===== src/logic/event_status_consts.svh =====
// Constants and behaviour list for the event status reporting block
// Behaviour
// - Event flag sticks until flags query clears
// - Reset or clear-status command clears all flags not set in the same cycle
// - Power-up clears flags, then sets bit 7
// - Local-key user request sets bit 6
// - Command parse errors set bit 5
// - Execution range or conflict errors set bit 4
// - Internal device function error sets bit 3
// - Read without prior query sets bit 2
// - New command over unread output: bit 2, discard
// - Needing bus control sets bit 1
// - Operation complete sets bit 0 when idle
// - Controller enable mask selects summary sources
// - Summary is OR of flags AND mask
// - Summary drops once the condition ends
// - Power-up clears enable mask only if flag set
// - Enable mask written and read back by commands
// - Service request from status byte and request mask
`ifndef EVENT_STATUS_CONSTS_SVH
`define EVENT_STATUS_CONSTS_SVH
`define FLAG_W 8
`define BIT_OPC 0
`define BIT_REQ_CTRL 1
`define BIT_QUERY_ERR 2
`define BIT_DEV_ERR 3
`define BIT_EXEC_ERR 4
`define BIT_CMD_ERR 5
`define BIT_USER_REQ 6
`define BIT_POWER_ON 7
`define STB_MAV_BIT 4
`define STB_ESB_BIT 5
`define STB_RQS_BIT 6
`define FLAGS_RESET 8'h00
`define MASK_CLEAR 8'h00
`define BYTE_ZERO 8'h00
`endif


===== src/logic/event_status_pkg.sv =====
// Types shared by the event status reporting modules
package event_status_pkg;
    // One status byte
    typedef logic [7:0] byte_t;
    // Power-up sequencing
    typedef enum logic {pwr_boot, pwr_run} pwr_state_e;
    // Operation complete tracking
    typedef enum logic {opc_idle, opc_wait} opc_state_e;
endpackage : event_status_pkg


===== src/logic/status_if.sv =====
// Carrier between the reporting core and its flag and summary helpers
`timescale 1ns/100ps
interface status_if;
    import event_status_pkg::*;
    byte_t set_vec; // Event set strobes, one per flag
    byte_t rd_clr; // Flags handed out by a read, to clear
    logic clr_all; // Clear every flag not set in the same cycle
    byte_t flags; // Current event flags
    byte_t event_enable_mask; // Event enable mask
    byte_t request_enable_mask; // Request enable mask
    logic mav; // Output data waiting
    logic [3:0] ext_sum; // Summary bits of other registers
    byte_t stb; // Status byte
    logic srq; // Service request
    modport latch (input set_vec, rd_clr, clr_all, output flags);
    modport summ (input flags, event_enable_mask, request_enable_mask, mav, ext_sum, output stb, srq);
    modport core (output set_vec, rd_clr, clr_all, event_enable_mask, request_enable_mask, mav, ext_sum, input flags, stb, srq);
endinterface : status_if


===== src/logic/event_latch.sv =====
// Sticky event flag register with set-wins clearing
`timescale 1ns/100ps
`include "event_status_consts.svh"
module event_latch
    import event_status_pkg::*;
(
    input wire logic core_clk, // Device clock
    input wire logic resetn, // Async reset, active low
    status_if.latch st // Set, clear and flag state
);
    byte_t flags_ff; // Held event flags
    byte_t nxt_flags; // Next flag values

    // Per-bit next value; a set in the clearing cycle survives
    generate
        for (genvar i = 0; i < `FLAG_W; i++)
        begin : g_flag
            assign nxt_flags[i] = (flags_ff[i] & ~st.rd_clr[i] & ~st.clr_all) | st.set_vec[i];
        end
    endgenerate

    // Flag register; reset value is the power-up clear
    always_ff @(posedge core_clk or negedge resetn)
    begin
        if (!resetn)
            flags_ff <= `FLAGS_RESET;
        else
            flags_ff <= nxt_flags;
    end

    assign st.flags = flags_ff;

    a_set_holds_flag: assert property (@(posedge core_clk) disable iff (!resetn)
        (st.set_vec != `BYTE_ZERO) |=> ((flags_ff & $past(st.set_vec)) == $past(st.set_vec)))
        else $error("Event set did not latch its flag");

    a_read_clears_returned: assert property (@(posedge core_clk) disable iff (!resetn)
        (st.rd_clr != `BYTE_ZERO) |=> ((flags_ff & $past(st.rd_clr) & ~$past(st.set_vec)) == `BYTE_ZERO))
        else $error("Read flags not cleared");
endmodule : event_latch


===== src/logic/summary_gen.sv =====
// Event summary bit, status byte and service request generation
`timescale 1ns/100ps
`include "event_status_consts.svh"
module summary_gen
    import event_status_pkg::*;
(
    input wire logic core_clk, // Device clock
    input wire logic resetn, // Async reset, active low
    status_if.summ st // Flags, masks and status outputs
);
    byte_t stb_ff; // Registered status byte
    logic srq_ff; // Registered service request
    byte_t nxt_stb; // Next status byte
    logic nxt_srq; // Next service request

    // Status byte assembly; recomputed every cycle so it falls by itself
    always_comb
    begin
        nxt_stb = `BYTE_ZERO;
        nxt_stb[3:0] = st.ext_sum;
        nxt_stb[`STB_MAV_BIT] = st.mav;
        nxt_stb[`STB_ESB_BIT] = |(st.flags & st.event_enable_mask);
        // request from enabled bits; RQS bit itself is not a source
        nxt_srq = |(nxt_stb & st.request_enable_mask);
        nxt_stb[`STB_RQS_BIT] = nxt_srq;
    end

    // Status registers
    always_ff @(posedge core_clk or negedge resetn)
    begin
        if (!resetn)
        begin
            stb_ff <= `BYTE_ZERO;
            srq_ff <= 1'b0;
        end
        else
        begin
            stb_ff <= nxt_stb;
            srq_ff <= nxt_srq;
        end
    end

    assign st.stb = stb_ff;
    assign st.srq = srq_ff;

    a_summary_follows: assert property (@(posedge core_clk) disable iff (!resetn)
        ##1 (stb_ff[`STB_ESB_BIT] == (|($past(st.flags) & $past(st.event_enable_mask)))))
        else $error("Summary bit disagrees with flags and mask");

    a_request_cause: assert property (@(posedge core_clk) disable iff (!resetn)
        ((st.flags & st.event_enable_mask) != `BYTE_ZERO) && st.request_enable_mask[`STB_ESB_BIT] |=> srq_ff && stb_ff[`STB_RQS_BIT])
        else $error("Enabled summary did not raise service request");
endmodule : summary_gen


===== src/logic/event_status_reporting.sv =====
// Event status reporting core: command handling, event sources and masks
`timescale 1ns/100ps
`include "event_status_consts.svh"
module event_status_reporting
    import event_status_pkg::*;
(
    input wire logic core_clk, // Device clock, 100 MHz
    input wire logic resetn, // Power-on reset, active low
    input wire logic power_on_clear_flag, // Mask clear at power-up
    input wire logic user_request, // Local key pressed, pulse
    input wire logic parse_error, // Command parse error, pulse
    input wire logic exec_error, // Command execution error, pulse
    input wire logic device_fault, // Internal function error, pulse
    input wire logic ctrl_read_attempt, // Controller reads output, pulse
    input wire logic query_outstanding, // A query preceded the read
    input wire logic new_cmd, // New command arrives, pulse
    input wire logic need_control, // Device wants bus control, pulse
    input wire logic opc_cmd, // Operation complete request, pulse
    input wire logic cmd_busy, // Earlier commands still running
    input wire logic output_pending, // Output buffer holds data
    input wire logic [3:0] ext_summary, // Other summary bits, byte 3:0
    input wire logic flags_query, // Read and clear flags, pulse
    input wire logic ese_write, // Load event enable mask, pulse
    input wire logic ese_query, // Read event enable mask, pulse
    input wire logic sre_write, // Load request enable mask, pulse
    input wire logic sre_query, // Read request enable mask, pulse
    input wire logic stb_query, // Read status byte, pulse
    input wire logic [7:0] wr_value, // Value for mask loads
    input wire logic reset_cmd, // Standard reset command, pulse
    input wire logic clear_cmd, // Clear-status command, pulse
    output logic [7:0] rd_data, // Query answer
    output logic rd_valid, // Answer strobe, one cycle
    output logic [7:0] status_summary_byte, // Live status byte
    output logic service_request, // Service request line
    output logic outbuf_discard // Drop output buffer, pulse
);
    status_if st (); // Link to flag and summary helpers

    // Power-up and operation-complete state
    pwr_state_e pwr_ff;
    pwr_state_e nxt_pwr;
    opc_state_e opc_ff;
    opc_state_e nxt_opc;

    // Masks have no async reset: they must survive power-up when
    // the clear flag is 0, so the value is only defined once written or cleared at power-up
    byte_t ese_ff;
    byte_t nxt_ese;
    byte_t sre_ff;
    byte_t nxt_sre;

    // Answer and discard outputs
    byte_t rd_data_ff;
    byte_t nxt_rd_data;
    logic rd_valid_ff;
    logic nxt_rd_valid;
    logic discard_ff;
    logic nxt_discard;

    // Combinational event decode
    byte_t set_vec; // Flags set this cycle
    logic query_err; // Query error this cycle
    logic opc_done; // Operation complete reached

    // Sequencing of power-up and operation complete
    always_comb
    begin
        nxt_pwr = pwr_ff;
        nxt_opc = opc_ff;
        opc_done = 1'b0;
        unique case (pwr_ff)
            pwr_boot:
            begin
                // One cycle of power-up work, then normal running
                nxt_pwr = pwr_run;
            end
            pwr_run:
            begin
                nxt_pwr = pwr_run;
            end
        endcase
        unique case (opc_ff)
            opc_idle:
            begin
                if (opc_cmd && cmd_busy)
                    nxt_opc = opc_wait;
                else if (opc_cmd)
                    opc_done = 1'b1;
            end
            opc_wait:
            begin
                // Finishes as soon as the command queue drains
                if (!cmd_busy)
                begin
                    opc_done = 1'b1;
                    nxt_opc = opc_idle;
                end
            end
        endcase
        // Reset command abandons a pending completion
        if (reset_cmd)
            nxt_opc = opc_idle;
    end

    // State registers
    always_ff @(posedge core_clk or negedge resetn)
    begin
        if (!resetn)
        begin
            pwr_ff <= pwr_boot;
            opc_ff <= opc_idle;
        end
        else
        begin
            pwr_ff <= nxt_pwr;
            opc_ff <= nxt_opc;
        end
    end

    // Event sources onto their flag bits
    always_comb
    begin
        set_vec = `BYTE_ZERO;
        // read with no query before it
        query_err = ctrl_read_attempt && !query_outstanding;
        if (new_cmd && output_pending)
            query_err = 1'b1;
        set_vec[`BIT_POWER_ON] = (pwr_ff == pwr_boot);
        set_vec[`BIT_USER_REQ] = user_request;
        set_vec[`BIT_CMD_ERR] = parse_error;
        set_vec[`BIT_EXEC_ERR] = exec_error;
        set_vec[`BIT_DEV_ERR] = device_fault;
        set_vec[`BIT_QUERY_ERR] = query_err;
        set_vec[`BIT_REQ_CTRL] = need_control;
        set_vec[`BIT_OPC] = opc_done;
    end

    // Drive helpers
    assign st.set_vec = set_vec;
    // clear only what the query returns
    assign st.rd_clr = flags_query ? st.flags : `BYTE_ZERO;
    assign st.clr_all = reset_cmd || clear_cmd;
    assign st.event_enable_mask = ese_ff;
    assign st.request_enable_mask = sre_ff;
    assign st.mav = output_pending;
    assign st.ext_sum = ext_summary;

    // Mask next values
    always_comb
    begin
        nxt_ese = ese_ff;
        nxt_sre = sre_ff;
        if (pwr_ff == pwr_boot)
        begin
            // clear masks only with clear flag
            if (power_on_clear_flag)
            begin
                nxt_ese = `MASK_CLEAR;
                nxt_sre = `MASK_CLEAR;
            end
        end
        else
        begin
            if (ese_write)
                nxt_ese = wr_value;
            if (sre_write)
                nxt_sre = wr_value;
        end
    end

    // Mask registers, deliberately without reset
    always_ff @(posedge core_clk)
    begin
        ese_ff <= nxt_ese;
        sre_ff <= nxt_sre;
    end

    // Query answers; only one query is served per cycle
    always_comb
    begin
        nxt_rd_data = rd_data_ff;
        nxt_rd_valid = 1'b1;
        if (flags_query)
            nxt_rd_data = st.flags;
        else if (ese_query)
            nxt_rd_data = ese_ff;
        else if (sre_query)
            nxt_rd_data = sre_ff;
        // Status byte read leaves everything unchanged
        else if (stb_query)
            nxt_rd_data = st.stb;
        else
            nxt_rd_valid = 1'b0;
        nxt_discard = new_cmd && output_pending;
    end

    // Answer registers
    always_ff @(posedge core_clk or negedge resetn)
    begin
        if (!resetn)
        begin
            rd_data_ff <= `BYTE_ZERO;
            rd_valid_ff <= 1'b0;
            discard_ff <= 1'b0;
        end
        else
        begin
            rd_data_ff <= nxt_rd_data;
            rd_valid_ff <= nxt_rd_valid;
            discard_ff <= nxt_discard;
        end
    end

    // Sticky flags
    event_latch u_latch (
        .core_clk (core_clk),
        .resetn (resetn),
        .st (st.latch)
    );

    // Summary bit and service request
    summary_gen u_summary (
        .core_clk (core_clk),
        .resetn (resetn),
        .st (st.summ)
    );

    // Outputs straight from flip-flops
    assign rd_data = rd_data_ff;
    assign rd_valid = rd_valid_ff;
    assign outbuf_discard = discard_ff;
    assign status_summary_byte = st.stb;
    assign service_request = st.srq;

    a_power_on_bit: assert property (@(posedge core_clk) disable iff (!resetn)
        (pwr_ff == pwr_boot) |=> st.flags[`BIT_POWER_ON] && (pwr_ff == pwr_run))
        else $error("Power-on flag not set after power-up");

    a_query_answer: assert property (@(posedge core_clk) disable iff (!resetn)
        flags_query |=> rd_valid_ff && (rd_data_ff == $past(st.flags)))
        else $error("Flags query answer wrong");

    a_clear_all: assert property (@(posedge core_clk) disable iff (!resetn)
        (reset_cmd || clear_cmd) && (set_vec == `BYTE_ZERO) |=> (st.flags == `BYTE_ZERO))
        else $error("Flags not cleared by reset or clear-status");

    a_opc_waits: assert property (@(posedge core_clk) disable iff (!resetn)
        (opc_ff == opc_wait) && cmd_busy && !st.flags[`BIT_OPC] && !st.clr_all |=> !st.flags[`BIT_OPC])
        else $error("Operation complete set while busy");

    a_discard_query: assert property (@(posedge core_clk) disable iff (!resetn)
        new_cmd && output_pending |=> discard_ff && st.flags[`BIT_QUERY_ERR])
        else $error("Unread output not discarded with query error");

    a_ese_readback: assert property (@(posedge core_clk) disable iff (!resetn)
        ese_write && (pwr_ff == pwr_run) ##1 ese_query && !flags_query |=> (rd_data_ff == $past(wr_value, 2)))
        else $error("Enable mask read back differs");

    a_mask_psc: assert property (@(posedge core_clk) disable iff (!resetn)
        (pwr_ff == pwr_boot) && power_on_clear_flag |=> (ese_ff == `MASK_CLEAR) && (sre_ff == `MASK_CLEAR))
        else $error("Masks not cleared at power-up");

    // Each event source must land in its own flag on the next edge

    a_user_request_bit: assert property (@(posedge core_clk) disable iff (!resetn)
        user_request |=> st.flags[`BIT_USER_REQ])
        else $error("Local key request did not set its flag");

    a_parse_error_bit: assert property (@(posedge core_clk) disable iff (!resetn)
        parse_error |=> st.flags[`BIT_CMD_ERR])
        else $error("Parse error did not set its flag");

    a_exec_error_bit: assert property (@(posedge core_clk) disable iff (!resetn)
        exec_error |=> st.flags[`BIT_EXEC_ERR])
        else $error("Execution error did not set its flag");

    a_device_fault_bit: assert property (@(posedge core_clk) disable iff (!resetn)
        device_fault |=> st.flags[`BIT_DEV_ERR])
        else $error("Device fault did not set its flag");

    a_read_query_error: assert property (@(posedge core_clk) disable iff (!resetn)
        ctrl_read_attempt && !query_outstanding |=> st.flags[`BIT_QUERY_ERR])
        else $error("Read without query did not set query error");

    a_control_request_bit: assert property (@(posedge core_clk) disable iff (!resetn)
        need_control |=> st.flags[`BIT_REQ_CTRL])
        else $error("Bus control request did not set its flag");

    a_opc_immediate: assert property (@(posedge core_clk) disable iff (!resetn)
        opc_cmd && !cmd_busy && (opc_ff == opc_idle) |=> st.flags[`BIT_OPC])
        else $error("Operation complete missing with nothing pending");

    a_mask_kept: assert property (@(posedge core_clk) disable iff (!resetn)
        (pwr_ff == pwr_boot) && !power_on_clear_flag |=> (ese_ff == $past(ese_ff)) && (sre_ff == $past(sre_ff)))
        else $error("Masks changed at power-up without clear flag");

    a_discard_pulse: assert property (@(posedge core_clk) disable iff (!resetn)
        !(new_cmd && output_pending) |=> !discard_ff)
        else $error("Output discard without a new command over unread data");
endmodule : event_status_reporting


===== config.mk =====
export PLATFORM = sky130hd
export DESIGN_NAME = event_status_reporting
export DESIGN_NICKNAME = d
export VERILOG_FILES = /design/src/logic/event_status_pkg.sv /design/src/logic/status_if.sv /design/src/logic/event_latch.sv /design/src/logic/summary_gen.sv /design/src/logic/event_status_reporting.sv
export VERILOG_INCLUDE_DIRS = /design/src /design/src/logic
export SDC_FILE = /design/constraint.sdc
export NUM_CORES = 1
export LEC_CHECK = 0
export BUFFER_PORTS_ARGS = -buffer_cell sky130_fd_sc_hd__buf_2
export CAP_MARGIN = 0
export CORE_UTILIZATION = 55
export CTS_CLUSTER_DIAMETER = 30
export DETAILED_ROUTE_END_ITERATION = 6
export GPL_TIMING_DRIVEN = 0
export PLACE_DENSITY = 0.81
export SYNTH_ARGS = -nofsm -noshare
export SYNTH_HDL_FRONTEND = slang
export SYNTH_HIERARCHICAL = 1
export SYNTH_SLANG_ARGS = --single-unit

===== constraint.sdc =====
create_clock -name core_clk -period 2.7 [get_ports core_clk]
set_input_delay 0.27 -clock core_clk [delete_from_list [all_inputs] [get_ports core_clk]]
set_output_delay 0.27 -clock core_clk [all_outputs]
set_load 0.02 [all_outputs]

* Yosys cells after proc, flatten, opt, wreduce, memory -nomap -nowiden
Cells that the tools add are included.
** Operators by class
- Reductions and logical operators :: 11
- Muxes and demuxes :: 23
- Bitwise logic cells :: 37
- Equal/unequal tests :: 2
** Operator list (count)
- $mux 8 :: 10
- $and 1x1->1 :: 16
- $reduce_or 8->1 :: 2
- $mux 1 :: 11
- $not 1->1 :: 11
- $and 6x8->8 :: 1
- $and 8x8->8 :: 1
- $or 1x1->1 :: 8
- $ne 2x2->1 const B :: 2
- $pmux 1 s2 :: 2
- $reduce_and 2->1 :: 2
- $reduce_bool 4->1 :: 1
- $logic_and 1x1->1 :: 3
- $reduce_bool 2->1 :: 1
- $logic_not 1->1 :: 1
- $logic_or 1x1->1 :: 1
** Word-level totals
- Logic and storage cells :: 83
- Bits of input ports :: 34
- Register bits after elaboration :: 44

* Longest topological paths before layout
- Word-level depth :: 5
- Depth in mapped cells :: 5

* Modules after synthesis
The synthesis kept the hierarchy.
** By module, submodules not included
- event_status_reporting :: seq. area each 780.7 um^2, area each 1272.5 um^2, cells each 99, instances 1
- event_latch :: seq. area each 200.2 um^2, area each 319.1 um^2, cells each 25, instances 1
- summary_gen :: seq. area each 175.2 um^2, area each 259.0 um^2, cells each 19, instances 1

* Worst setup path before layout
No wires, ideal clock.
- Path type :: reg-to-reg
- Start point :: reg u_summary.stb_ff[6], in the netlist u_summary/st.stb[6]
- End point :: reg rd_data_ff[6], in the netlist rd_data[6]
- Arrival time :: 1200 ps
- Setup slack :: 1377 ps
- Data required time :: 2577 ps
- Cell stages (with the launch flop) :: 5
- Path through :: dfrtp_1 -> buf_4 -> mux2_2 -> a221oi_2 -> o21ai_1
** On the way
- Cells in the longest elaborated chain, start to end :: 4
** RTL lines
- start, declared :: RTL line summary_gen.sv:11 : byte_t stb_ff;
- start signal, assigned :: RTL line summary_gen.sv:33 : stb_ff <= `BYTE_ZERO;
- start signal, assigned :: RTL line summary_gen.sv:38 : stb_ff <= nxt_stb;
- $mux 8 :: RTL line event_status_reporting.sv:190 : else if (stb_query)
- $mux 8 :: RTL line event_status_reporting.sv:187 : else if (sre_query)
- $mux 8 :: RTL line event_status_reporting.sv:185 : else if (ese_query)
- $mux 8 :: RTL line event_status_reporting.sv:183 : if (flags_query)
- end signal, assigned :: RTL line event_status_reporting.sv:202 : rd_data_ff <= `BYTE_ZERO;
- end signal, assigned :: RTL line event_status_reporting.sv:208 : rd_data_ff <= nxt_rd_data;
- end, declared :: RTL line event_status_reporting.sv:53 : byte_t rd_data_ff;
Every way passes these cells. The select of a mux whose other input is x is not followed.
A chain may end at the register's enable or synchronous reset.

* Worst setup path after layout
- Start point :: reg pwr_ff
- End point :: reg sre_ff[0] (enable)
** On the way
- Cells in the longest elaborated chain, start to end :: 2
- Elaborated cells on any way between the ends :: 3
** RTL lines
- start, declared :: RTL line event_status_reporting.sv:40 : pwr_state_e pwr_ff;
- start signal, assigned :: RTL line event_status_reporting.sv:110 : pwr_ff <= pwr_boot;
- start signal, assigned :: RTL line event_status_reporting.sv:115 : pwr_ff <= nxt_pwr;
- $ne 2x2->1 (no line) or $reduce_bool 2->1 (tied branches)
- $reduce_and 2->1 (no line) *
- end signal, assigned :: RTL line event_status_reporting.sv:175 : sre_ff <= nxt_sre;
- end, declared :: RTL line event_status_reporting.sv:49 : byte_t sre_ff;
Mark *: on every way between the ends. The rest lies on a longest branch, timed or not.

==> flow_summary.yaml <==
drt:
  avgRoutedWirePerCell_um: 14.9
  met1_length_um: 1570
  drt_iter0_markers: 42
  ant_nets: 0
  routed_wl_um: 3690
  wl_met2_um: 1830
  num_vias: 1288
  viasPerCell: 5.21
  highest_layer: "met4"
  drcViolationCount: 0
  route.met3.wl_um: 225
  dr.pass1.iters: 4
global_route:
  gr-total-overflow: 0
  grt_usage_pct: 23.6
  grt_pass1_vias: 1302
  grt_pass1_wl_um: 5840
  grt_antenna_before_repair: 0
  grt_max_degree: 28
floorplanning:
  die_y_um: 60.0
  ioPinCount: 53
  num_rows: 20
  die_x_um: 60.0
  start_util_pct: 59.2
  core_um2: 3130
  dieArea_um2: 3600
finish:
  diodes: 0
  design_area_um2: 2280
  regArea_um2: 1160
  area_growth_pct: 23.1
  multi_input_area_um2: 614
  fillers: 222
  nNetsFinal: 236
  drive_gt1_share_pct: 37.9
  utilization_pct: 72.8
sta:
  timing.fmax_ghz: 0.735
  relSlewSlack_pct: 60.2
  worst_pin_slew_ps: 597
  setup_viol: 0
  grt_setup_unrepaired: "no"
  drv_slew: 0
  hold_viol: 0
  period_needed_ps: 1360
  fin_ws_ps: 1340
  final.setup.tns_ps: 0
  skew_ps: 6.91
  period_share_pct: 50.4
synth:
  synth_compound_area_share_pct: 10.1
  syn_nets: 177
  ys_seq_elements: 43
  synth-xor-area-share_pct: 0
  synth_top_family_by_area: "simple AND/OR/NAND/NOR gates"
  synthMuxAreaShare_pct: 4.87
  syn_inst: 143
  syn_area_um2: 1850
  synthAdderAreaFrac_pct: 0
  yosysWarnings: 6
  ys_seq_area_share_pct: 62.5
  postSynthAreaPerCell_um2: 12.9
  yosysUniqueCellTypes: 27
  yosys.area_share.simple_pct: 17.8
pwr:
  leakage_uw: 0.00103
  p_per_area_nw_per_um2: 621
  pwr-share-comb_pct: 12.8
  clkPwrFrac_pct: 35.1
  p_sw_share_pct: 23.3
  sequentialPowerShare_pct: 52.1
  cell_internal_pwr_uw: 1090
  power_switching_uw: 329
  peakVddDrop_mv: 0.439
placement:
  dp_slack_ps: 1320
  place_area_um2: 2160
  port_buffers: 50
  gp_congestion: 0.823
  hpwlAfterDp_um: 2690
cts:
  cts_buffer_depth: 2
  cts_repair_resize_count: 0
  clock_sink_count: 43
  root_buffer: "clkbuf_4"
  h-tree-depth: 2
  cts_tree: "done"
  cts_hold_buf: 1
  path_clk_slew_ps: 120
  clk-insertion-delay-late_ps: 360
  post-cts-setup-buffers: 0
  numCtsBuffers: 5
critical_path:
  cp.arrival_ps: 1400
  path_buf_inv: 1
  crit_type: "register to register"
  required_ps: 2730
  r2r_slack_ps: 1340
  crit_path_top_delay_cell: "dfrtp_1"
  r2r-end: "sre_ff[0]"
  cp-start-kind: "register"
  reg2regPathDepth: 3
  cp_cell_sequence: "clkbuf_1 -> nand2_1 -> nand2_1"
  cp_slowest_stage_delay_ps: 370
  endpoint_kind: "register"
  cp-startpoint: "pwr_ff"
  path_common_cell: "nand2_1"
  reg2reg_from: "pwr_ff"
  crit_fanout: 10
  critical-path-top-delay-family: "simple AND/OR/NAND/NOR gates"
job:
  cap_viol_max_count: 0
min_path:
  hp-class: "input pin to register"
  min_to: "u_summary/st.stb[2]"
  min_path_cells: 1
  worstHoldStart: "ext_summary[2]"
outcome:
  status: "completed"
-- Yosys cell counts, drive strengths merged --
cell    number  area [µm²]
o21ai        8        40.0
and2        17         116
conb         2        7.51
edfxtp      16         480
nor4         1        21.3
nand2       14        52.6
a222oi       1        10.0
mux2         8        90.1
nor3b        8        60.1
and2b        1        8.76
nand4        1        6.26
a21o         3        22.5
a221oi       8        76.3
a22oi        5        37.5
clkbuf       1        3.75
buf          7        65.1
inv          3        11.3
or2          8        50.1
nor2         4        15.0
dfrtp       27         676
-- cell families after synthesis --
kind of cell | count (synthesis)
and+or+nand+nor | 54
other | 2
muxes | 8
buffers and inverters | 11
AOI/OAI and AO/OA | 25
DFF | 43
-- cell type report --
cell class | count | area share [%]
clock buffer | 6 | 1.81
buffer | 8 | 3.02
tap | 44 | 2.42
timing repair buffer | 52 | 11.9
sequential | 43 | 50.8
inverter | 3 | 0.495
clock inverter | 2 | 2.64
multi-input combinational | 89 | 27.0
-- state kept, by name, indices dropped and copies added (netlist names) --
signal and flops:
ese_ff 8, u_summary/st.stb 7, opc_ff 1, sre_ff 8
pwr_ff 1, rd_data 8, rd_valid 1, u_latch/st.flags 8
outbuf_discard 1
-- placed cells by master (no fill, tap or decap), drive strengths merged, types with 3 or more instances in the layout --
master | synthesis | final
a221oi | 8 | 8
a22oi | 5 | 5
o21ai | 8 | 8
nor3b | 8 | 8
and2 | 17 | 17
buf | 7 | 57
or2 | 8 | 8
nand2 | 14 | 14
edfxtp | 16 | 16
nor2 | 4 | 4
clkbuf | 1 | 7
mux2 | 8 | 8
dfrtp | 27 | 27
a21o | 3 | 3
inv | 3 | 3
-- metrics by stage --
stage | cells | power [µW] | hold WS (ps)
2_1_floorplan | 143 | 853 | -25.6
3_3_place_gp | 237 | 921 | 298
3_5_place_dp | 237 | 928 | 307
4_1_cts | 246 | 1420 | 17.0
5_1_grt | 247 | 1470 | 0.526
6_report | 247 | 1410 | 31.6
-- worst max-delay path by stage --
stage	cells past startpoint	to
after floorplan	4	rd_data[6]
after global placement	5	rd_data[7]
after detailed placement	5	rd_data[7]
after CTS	3	sre_ff[0]
after global routing	3	sre_ff[2]
final	3	sre_ff[0]
-- power groups by stage --
stage	sequential, µW	clock [µW]	combinational [µW]
after floorplan	771	0	82.2
after global placement	748	0	173
after detailed placement	751	0	177
after CTS	737	501	180
after global routing	741	531	199
final	737	496	181
-- metal layers --
layer  global-route usage, %  vias to the layer above
met3                    7.36                        6
met1                    28.0                      600
li1                        -                      625
met5                       0                        -
met2                    38.3                       57
met4                    12.3                        0
(Power assumes the default switching activity.)
